<file path="src/rtl/dual_timing_pkg.sv">
// Purpose: Shared constants and types for the dual redundant timing source.
// Assumes: mclk stands in for the crystal oscillator and runs at 40 MHz.
// Notes:   Long cycle counts are defaults for top-level parameters.
package dual_timing_pkg;
	localparam int MCLK_HZ     = 40_000_000;
	localparam int REST_MS     = 50;
	localparam int BURST_PPS   = 120;
	localparam int REST_CYC    = MCLK_HZ / 1000 * REST_MS;
	localparam int PULSE_CYC   = MCLK_HZ / BURST_PPS;
	localparam int CODE_W      = 24;
	localparam int CNT_W       = 24;
	localparam int BITS_W      = 5;
	localparam int DIV4_STAGES = 2;
	localparam int DIV2_STAGES = 1;
	localparam int TIM_W       = 4;
	localparam int FIFO_DEPTH  = 8;
	localparam logic [DIV4_STAGES-1:0] DIV4_STEP_STATE = 2'h2;
	localparam logic [BITS_W-1:0]      LAST_BIT        = 5'h17;

	typedef enum logic {
		PH_REST  = 1'b0,
		PH_BURST = 1'b1
	} phase_e;
endpackage

</file>
<file path="src/rtl/dual_timing_source.sv">
// Purpose: Two redundant timing sections with elapsed-count code, OR-combined outputs.
// Assumes: Power commands and code lock are synchronous one-cycle or level inputs.
// Notes:   A full word FIFO holds the next code update back until one word is read out.
//
// Functional notes
// - Each power command turns its section on and the other section off; section one wins if both arrive together.
// - Every timing output is counted down from the single master clock.
// - Dividers are synchronous Johnson counters, one flip-flop changing per clock.
// - Phases come from different stages; other duty cycles from gated stages.
// - Each timing output ORs both sections and drives two identical copies.
// - The 24-bit code updates and is sent serially every quarter second.
// - Each readout shifts all 24 bits through a serial add-one and back.
// - A power command clears that section's code to zero, even if already on.
// - The maximum count wraps to zero on the next update and counting continues.
// - A dedicated square-wave reference goes to the multiplexer.
// - Transmitter-off pulse follows about 48.5 days of elapsed count.
// - Lock asserted before power-on yields the transmitter-off pulse quickly.
// - Each quarter second: rest interval, then envelope with 24 shift pulses.
// - Two flip-flops sample the top bit per update; both set gives one pulse.
// - Under lock, updates alternately fill the code with all ones and zeros.
// - Multiplexer reference is the master clock divided by four, then two.
`timescale 1ns/1ps
`default_nettype none
module dual_timing_source #(
	parameter int REST_CYC  = dual_timing_pkg::REST_CYC,
	parameter int PULSE_CYC = dual_timing_pkg::PULSE_CYC
) (
	input  wire logic                                mclk,
	input  wire logic                                rst_n,
	input  wire logic                                on_sec1_cmd,
	input  wire logic                                on_sec2_cmd,
	input  wire logic                                code_lock,
	output logic [dual_timing_pkg::TIM_W-1:0]        timing_a,
	output logic [dual_timing_pkg::TIM_W-1:0]        timing_b,
	output logic                                     mux_ref_out,
	output logic                                     code_nrz,
	output logic                                     code_shift_pulse,
	output logic                                     code_envelope,
	output logic                                     tx_off_pulse,
	output logic [1:0]                               section_powered,
	output logic [dual_timing_pkg::CODE_W-1:0]       code_word,
	output logic                                     code_valid,
	input  wire logic                                code_ready
);
	typedef struct packed {
		dual_timing_pkg::phase_e                phase;
		logic [dual_timing_pkg::CNT_W-1:0]      cnt;
		logic [dual_timing_pkg::BITS_W-1:0]     bits;
		logic [dual_timing_pkg::CODE_W-1:0]     code;
		logic [dual_timing_pkg::CODE_W-1:0]     snap;
		logic                                   carry;
		logic                                   fill;
		logic                                   dec_a;
		logic                                   dec_b;
		logic                                   tx;
		logic                                   tx_done;
		logic                                   shp;
		logic                                   pend;
		logic                                   all_lock;
		logic                                   no_lock;
	} sec_s;

	typedef struct packed {
		logic [1:0]                             power;
		sec_s [1:0]                             sec;
		logic [dual_timing_pkg::TIM_W-1:0]      tim;
		logic                                   multiplexer_reference_output;
		logic                                   nrz;
		logic                                   env;
		logic                                   shp;
		logic                                   tx;
	} top_s;

	top_s                                   st_reg;
	top_s                                   st_next;
	logic [1:0]                             cmd;
	logic [1:0]                             clr;
	logic [1:0]                             sum_bit;
	logic [1:0]                             upd;
	logic [1:0][dual_timing_pkg::DIV4_STAGES-1:0] d4;
	logic [1:0][dual_timing_pkg::DIV2_STAGES-1:0] d2;
	logic                                   fifo_in_ready;
	logic                                   fifo_in_valid;
	logic [dual_timing_pkg::CODE_W-1:0]     fifo_in_data;

	function automatic logic at_end(input logic [dual_timing_pkg::CNT_W-1:0] c, input int lim);
		at_end = (c == dual_timing_pkg::CNT_W'(lim - 1));
	endfunction

	assign cmd = {on_sec2_cmd, on_sec1_cmd};
	// A command also clears the section it turns off, so that section goes quiet at once.
	assign clr = ~st_reg.power | {2{|cmd}};

	genvar gi;
	generate
		for (gi = 0; gi < 2; gi++) begin : g_sec
			// Both dividers step on the common clock; the second advances once per div4 cycle.
			johnson_divider #(.STAGES(dual_timing_pkg::DIV4_STAGES)) u_div4 (
				.mclk  (mclk),
				.rst_n (rst_n),
				.clear (clr[gi]),
				.step  (1'b1),
				.q     (d4[gi])
			);
			johnson_divider #(.STAGES(dual_timing_pkg::DIV2_STAGES)) u_div2 (
				.mclk  (mclk),
				.rst_n (rst_n),
				.clear (clr[gi]),
				.step  (d4[gi] == dual_timing_pkg::DIV4_STEP_STATE),
				.q     (d2[gi])
			);
			assign upd[gi] = !clr[gi] && st_reg.sec[gi].phase == dual_timing_pkg::PH_BURST
				&& at_end(st_reg.sec[gi].cnt, PULSE_CYC)
				&& st_reg.sec[gi].bits == dual_timing_pkg::LAST_BIT;
		end
	endgenerate

	assign fifo_in_valid = |(st_reg.power & {st_reg.sec[1].pend, st_reg.sec[0].pend});
	assign fifo_in_data  = st_reg.power[1] ? st_reg.sec[1].code : st_reg.sec[0].code;

	always_comb begin
		st_next = st_reg;
		sum_bit = '0;
		if (on_sec1_cmd) begin
			st_next.power = 2'h1;
		end else if (on_sec2_cmd) begin
			st_next.power = 2'h2;
		end
		for (int i = 0; i < 2; i++) begin
			st_next.sec[i].shp = 1'b0;
			if (clr[i]) begin
				st_next.sec[i] = '0;
			end else begin
				case (st_reg.sec[i].phase)
					dual_timing_pkg::PH_REST: begin
						if (st_reg.sec[i].pend && fifo_in_ready) begin
							st_next.sec[i].pend = 1'b0;
						end
						// A word still waiting for FIFO room holds the rest interval open.
						if (!at_end(st_reg.sec[i].cnt, REST_CYC)) begin
							st_next.sec[i].cnt = st_reg.sec[i].cnt + 1'b1;
						end else if (!st_reg.sec[i].pend) begin
							st_next.sec[i].phase    = dual_timing_pkg::PH_BURST;
							st_next.sec[i].cnt      = '0;
							st_next.sec[i].bits     = '0;
							st_next.sec[i].carry    = 1'b1;
							st_next.sec[i].snap     = st_reg.sec[i].code;
							st_next.sec[i].all_lock = code_lock;
							st_next.sec[i].no_lock  = !code_lock;
						end
					end
					dual_timing_pkg::PH_BURST: begin
						st_next.sec[i].all_lock = st_reg.sec[i].all_lock && code_lock;
						st_next.sec[i].no_lock  = st_reg.sec[i].no_lock && !code_lock;
						if (!at_end(st_reg.sec[i].cnt, PULSE_CYC)) begin
							st_next.sec[i].cnt = st_reg.sec[i].cnt + 1'b1;
						end else begin
							st_next.sec[i].cnt  = '0;
							st_next.sec[i].shp  = 1'b1;
							st_next.sec[i].bits = st_reg.sec[i].bits + 1'b1;
							if (code_lock) begin
								sum_bit[i] = st_reg.sec[i].fill;
							end else begin
								sum_bit[i] = st_reg.sec[i].code[0] ^ st_reg.sec[i].carry;
							end
							st_next.sec[i].carry = st_reg.sec[i].code[0] & st_reg.sec[i].carry;
							// Carry out of the top bit is dropped, so the maximum wraps to zero.
							st_next.sec[i].code = {sum_bit[i], st_reg.sec[i].code[dual_timing_pkg::CODE_W-1:1]};
							if (upd[i]) begin
								st_next.sec[i].phase = dual_timing_pkg::PH_REST;
								st_next.sec[i].pend  = 1'b1;
								st_next.sec[i].fill  = !st_reg.sec[i].fill;
								st_next.sec[i].dec_a = st_reg.sec[i].dec_a | sum_bit[i];
								st_next.sec[i].dec_b = st_reg.sec[i].dec_b
									| (st_reg.sec[i].dec_a & !sum_bit[i]);
								st_next.sec[i].tx = st_next.sec[i].dec_a && st_next.sec[i].dec_b
									&& !st_reg.sec[i].tx_done;
								st_next.sec[i].tx_done = st_reg.sec[i].tx_done | st_next.sec[i].tx;
							end
						end
					end
					default: begin
						st_next.sec[i].phase = dual_timing_pkg::PH_REST;
					end
				endcase
			end
		end
		st_next.tim = '0;
		st_next.multiplexer_reference_output = 1'b0;
		st_next.nrz = 1'b0;
		st_next.env = 1'b0;
		st_next.shp = 1'b0;
		st_next.tx  = 1'b0;
		for (int i = 0; i < 2; i++) begin
			if (st_reg.power[i]) begin
				st_next.tim = st_next.tim | {d2[i][0], d4[i][0] & ~d4[i][1], d4[i][1], d4[i][0]};
				st_next.multiplexer_reference_output = st_next.multiplexer_reference_output | d2[i][0];
				st_next.nrz = st_next.nrz | st_reg.sec[i].code[0];
				st_next.env = st_next.env | (st_reg.sec[i].phase == dual_timing_pkg::PH_BURST);
				st_next.shp = st_next.shp | st_reg.sec[i].shp;
				st_next.tx  = st_next.tx | st_reg.sec[i].tx;
			end
		end
	end

	always_ff @(posedge mclk or negedge rst_n) begin
		if (!rst_n) begin
			st_reg <= '0;
		end else begin
			st_reg <= st_next;
		end
	end

	word_fifo #(.WIDTH(dual_timing_pkg::CODE_W), .DEPTH(dual_timing_pkg::FIFO_DEPTH)) u_fifo (
		.mclk      (mclk),
		.rst_n     (rst_n),
		.in_valid  (fifo_in_valid),
		.in_ready  (fifo_in_ready),
		.in_data   (fifo_in_data),
		.out_valid (code_valid),
		.out_ready (code_ready),
		.out_data  (code_word)
	);

	assign timing_a         = st_reg.tim;
	assign timing_b         = st_reg.tim;
	assign mux_ref_out      = st_reg.multiplexer_reference_output;
	assign code_nrz         = st_reg.nrz;
	assign code_shift_pulse = st_reg.shp;
	assign code_envelope    = st_reg.env;
	assign tx_off_pulse     = st_reg.tx;
	assign section_powered  = st_reg.power;
endmodule // dual_timing_source
`default_nettype wire

</file>
<file path="src/rtl/johnson_divider.sv">
// Purpose: Synchronous Johnson counter stage chain.
// Assumes: All stages share mclk; step gates the advance.
// Notes:   Divides by twice the stage count.
`timescale 1ns/1ps
`default_nettype none
module johnson_divider #(
	parameter int STAGES = 2
) (
	input  wire logic              mclk,
	input  wire logic              rst_n,
	input  wire logic              clear,
	input  wire logic              step,
	output logic [STAGES-1:0]      q
);
	typedef struct packed {
		logic [STAGES-1:0] q;
	} jc_s;

	jc_s st_reg;
	jc_s st_next;

	always_comb begin
		st_next = st_reg;
		if (clear) begin
			st_next.q = '0;
		end else if (step) begin
			st_next.q = STAGES'({st_reg.q, ~st_reg.q[STAGES-1]});
		end
	end

	always_ff @(posedge mclk or negedge rst_n) begin
		if (!rst_n) begin
			st_reg <= '0;
		end else begin
			st_reg <= st_next;
		end
	end

	assign q = st_reg.q;
endmodule // johnson_divider
`default_nettype wire

</file>
<file path="src/rtl/word_fifo.sv">
// Purpose: Small synchronous FIFO with valid/ready on both sides.
// Assumes: Single clock.
// Notes:   Output data is read straight from the storage flops.
`timescale 1ns/1ps
`default_nettype none
module word_fifo #(
	parameter int WIDTH = 24,
	parameter int DEPTH = 8
) (
	input  wire logic             mclk,
	input  wire logic             rst_n,
	input  wire logic             in_valid,
	output logic                  in_ready,
	input  wire logic [WIDTH-1:0] in_data,
	output logic                  out_valid,
	input  wire logic             out_ready,
	output logic [WIDTH-1:0]      out_data
);
	localparam int AW = $clog2(DEPTH);

	typedef struct packed {
		logic [DEPTH-1:0][WIDTH-1:0] mem;
		logic [AW-1:0]               wptr;
		logic [AW-1:0]               rptr;
		logic [AW:0]                 count;
	} fifo_s;

	fifo_s st_reg;
	fifo_s st_next;
	logic  push;
	logic  pop;

	assign in_ready  = (st_reg.count != (AW+1)'(DEPTH));
	assign out_valid = (st_reg.count != '0);
	assign push      = in_valid && in_ready;
	assign pop       = out_valid && out_ready;
	assign out_data  = st_reg.mem[st_reg.rptr];

	always_comb begin
		st_next = st_reg;
		if (push) begin
			st_next.mem[st_reg.wptr] = in_data;
			st_next.wptr = (st_reg.wptr == AW'(DEPTH - 1)) ? '0 : st_reg.wptr + 1'b1;
		end
		if (pop) begin
			st_next.rptr = (st_reg.rptr == AW'(DEPTH - 1)) ? '0 : st_reg.rptr + 1'b1;
		end
		if (push && !pop) begin
			st_next.count = st_reg.count + 1'b1;
		end else if (pop && !push) begin
			st_next.count = st_reg.count - 1'b1;
		end
	end

	always_ff @(posedge mclk or negedge rst_n) begin
		if (!rst_n) begin
			st_reg <= '0;
		end else begin
			st_reg <= st_next;
		end
	end
endmodule // word_fifo
`default_nettype wire

</file>
<file path="config.mk">
export PLATFORM = sky130hd
export DESIGN_NAME = dual_timing_source
export DESIGN_NICKNAME = d
export VERILOG_FILES = /design/src/rtl/dual_timing_pkg.sv /design/src/rtl/dual_timing_source.sv /design/src/rtl/johnson_divider.sv /design/src/rtl/word_fifo.sv
export SDC_FILE = /design/constraint.sdc
export NUM_CORES = 1
export LEC_CHECK = 0
export ABC_CLOCK_PERIOD_IN_PS = 8200
export BUFFER_PORTS_ARGS = -buffer_cell sky130_fd_sc_hd__buf_2
export CAP_MARGIN = 20
export CORE_UTILIZATION = 45
export CTS_CLUSTER_SIZE = 16
export DETAILED_ROUTE_END_ITERATION = 10
export SLEW_MARGIN = 10
export SYNTH_ARGS = -nofsm -noshare
export SYNTH_HDL_FRONTEND = slang
export SYNTH_SLANG_ARGS = --single-unit
</file>
<file path="constraint.sdc">
create_clock -name mclk -period 8.2 [get_ports mclk]
set_input_delay 1.64 -clock mclk [delete_from_list [all_inputs] [get_ports mclk]]
set_output_delay 1.64 -clock mclk [all_outputs]
set_load 0.02 [all_outputs]
</file>
==> results by stage <==
Status:
- The flow ran to the end, and the final reports show no timing, DRC or antenna violations.

Global route:
- The aggregate global-route resource usage is 19.9%.
- For this run the aggregate overflow at the end of global routing stands at 0.
- The maximum number of pins on one net before global-route repair is 156.
- The first global-routing pass estimated 57600 um of wire.
- The initial antenna violation count was 0.
- The via count of the first global-routing pass is 10.8k.

Clocking:
- The number of clock buffers added by TritonCTS is 38.
- The number of gates resized after cts is 0.
- Clock-pin slew was measured on the worst setup and hold paths at 0.06 ns.
- Post-CTS timing repair inserted 0 buffers for setup.
- In this run the deepest clock path goes through 3 buffers.
- The H-tree was split into 2 levels.
- In this run, post-CTS hold repair placed 0 buffers.
- Counting every sink on the clock net gives 342.
- The cell sitting at the root of the clock tree is a clkbuf_16.
- TritonCTS built the clock tree.
- The later pin in the worst-skew pair is clocked with a latency of 0.53 ns.

Drt:
- The via count is 10.8k.
- The first detailed-routing pass ran for 4 iterations.
- The aggregate routed wire length is 34000 um.
- The first routing iteration left 601 violations.
- The per-cell routed wire length is 17.3 um.
- The via density per instance is 5.48.
- The post-route antenna net violation count is 0.
- The count of unresolved DRC violations after routing is 0.

Placed design:
- The number of cells after detailed placement is 1895.
- The number of buffer cells added on primary ports is 45.
- The routability congestion estimate is 0.767.
- The pre-CTS setup slack is 4.33 ns.
- Detailed placement ended at an HPWL of 20200 um.

Synthesis:
- Dividing the synthesized area by the synthesized cell count gives 10.5 um2.
- For this run, asynchronously set or reset flops after synthesis account for 100%.
- The top cell type by total area after synthesis is dfrtp_1.
- Yosys printed 0 warnings.
- The fraction of synthesized cell area taken by the top area cell type is 54.8%.
- The post-synthesis net count is 1508.
- The sequential-to-total area share from yosys stat is 54.8%.
- The number of unique standard cell types used by synthesis is 65.
- The library cell with the highest instance count after synthesis is dfrtp_1.
- In the synthesized netlist, the cells that appear most often are dfrtp_1 (342), nand2_1 (227), nor2_1 (161), a21oi_1 (159), o21ai_0 (114).
- The number of flops mapped to enable cells by yosys is 0.
- After synthesis, the cell types taking the most area are dfrtp_1 (55%), mux4_2 (6.9%), nand2_1 (5.5%), a21oi_1 (5.1%), nor2_1 (3.9%).
- The most used flip-flop cell after synthesis is dfrtp_1.
- Synthesis inferred 342 register bits.
- Synthesis produced a netlist whose cell count is 1486.
- The area of the mapped netlist is 15600 um2.

Die:
- The floorplan step set the die width to 188 um.
- The region available for standard cell placement spans 33900 um2.
- The die extent in y is 188 um.
- The number of placed I/O pins is 46.
- The initialized floorplan defines 67 standard-cell rows.
- The die covers 35500 um2.
- For this configuration, the core starts out at a cell density of 46.2%.

Pwr:
- The leakage dissipation is 7.61 nW.
- The highest ir drop seen on vdd is 155 uV.
- The power per cell area is 202 nW/um2.

Layout:
- The number of inserted diodes is 0.
- Of the cells placed in the final design, the portion with a size suffix greater than 1 is 15.4%.
- The number of fillers in the final layout is 3014.
- The number of nets in the layout is 1510.
- The share of the core filled with cells in the final layout is 51.7%.
- The number of standard cells in the final layout excluding fillers is 1965.
- From synthesis to final layout, the design area changed by 12.0%.
- The register with the most flip-flops in the layout has 202 of them.

Timing:
- The routed design could run at a clock period as short as 4.33 ns.
- The setup TNS is 0 ns.
- The worst slew margin relative to its limit is 29.7%.
- The clock arrives with 0.0170 ns of skew.
- Setup repair after global routing left no endpoint under its margin.
- Setup violations remaining at the end of the flow were counted as 0.
- The final critical path takes up 52.9% of the cycle.
- The count of pins over their slew limit is 0.
- The transition time at the pin with the least slew margin is 1.05 ns.
- The number of hold-slack violations in the final timing report is 0.
- The fmax is 231 MHz.
- After layout, the worst setup slack is 3.87 ns.

Worst setup path:
- The largest fanout on the critical path is 51.
- The arrival time reported for the critical path endpoint is 2.69 ns.
- The worst setup path is launched from a flop.
- The kind of capture point of the worst setup path is an output port.
- The worst setup path is of the reg2out kind.
- For the worst setup path, the data required time is 6.56 ns.

Min path:
- The class of the tightest hold or removal check is reg2reg.

Flow run:
- The max-capacitance violation count is 0.
==> worst max-delay path: stages, from the launching register on <==
cell and delay (ns):
dfrtp_4 1.07, mux4_2 0.61, mux2_2 0.29, buf_2 0.17
==> stage by stage <==
step	power (mW)	hold slack, ns	instance area (um2)
2_1_floorplan	1.75	0.439	15600
3_3_place_gp	1.79	0.456	16200
3_5_place_dp	1.79	0.464	16200
4_1_cts	3.58	0.476	17500
5_1_grt	3.66	0.501	17500
6_report	3.53	0.473	17500
==> where the power goes <==
group          internal (mW)  switching [mW]  total, mW
clock                   1.09           0.677       1.77
sequential              1.69         0.00270       1.69
combinational         0.0121          0.0538     0.0660
==> per-layer routing <==
layer	wire length, um	track usage [%]
met4	483	4.06
met3	1160	2.85
met1	16700	29.0
met5	0	0
met2	15600	31.8
==> layout by cell type (no fill, tap or decap), drive strengths merged, types with 6 or more instances in the layout <==
cell type and instances:
dfrtp 342, nand2 228, nor2 161, a21oi 159, o21ai 114, buf 65, clkbuf 56, mux4 48
nand3 33, mux2 32, mux2i 30, xnor2 26, nor4 20, nor3 19, inv 19, ha 15
nand4 15, or3 12, xor2 11, a22o 9, and3 8, clkinv 7, nor4b 6
==> final timing paths <==
path	start	endpoint	slack [ns]	cells after the start
worst max-delay path	u_fifo.st_reg[4]$_DFFE_PN0P_	code_word[15]	3.87	3
worst max register to register	st_reg[161]$_DFFE_PN0P_	st_reg[106]$_DFFE_PN0P_	4.92	6
max in group asynchronous	rst_n	u_fifo.st_reg[92]$_DFFE_PN0P_	5.56	2
min in group asynchronous	rst_n	u_fifo.st_reg[151]$_DFFE_PN0P_	1.17	1
worst min-delay path	u_fifo.st_reg[199]$_DFFE_PN0P_	u_fifo.st_reg[199]$_DFFE_PN0P_	0.47	2
worst min register to register	u_fifo.st_reg[199]$_DFFE_PN0P_	u_fifo.st_reg[199]$_DFFE_PN0P_	0.47	2
==> area by class of cell <==
type / instances / area [um2] / area share [%]
multi-input combinational: 1024 / 6590 / 37.6
tap: 448 / 561 / 3.20
timing repair buffer: 65 / 410 / 2.34
clock inverter: 13 / 184 / 1.05
sequential: 342 / 8560 / 48.9
clock buffer: 56 / 1140 / 6.51
inverter: 17 / 63.8 / 0.364
==> cell families after synthesis <==
family / Yosys count / synth area share [%]
AOI/OAI and AO/OA: 310 / 10.7
xor gates and xnor gates: 37 / 2.07
adders and majority gates: 16 / 1.33
buffers and inverters: 120 / 3.38
DFF: 342 / 54.8
muxes: 110 / 11.1
and+or+nand+nor: 551 / 16.7
Note: power is estimated with default switching activity, not from simulation.
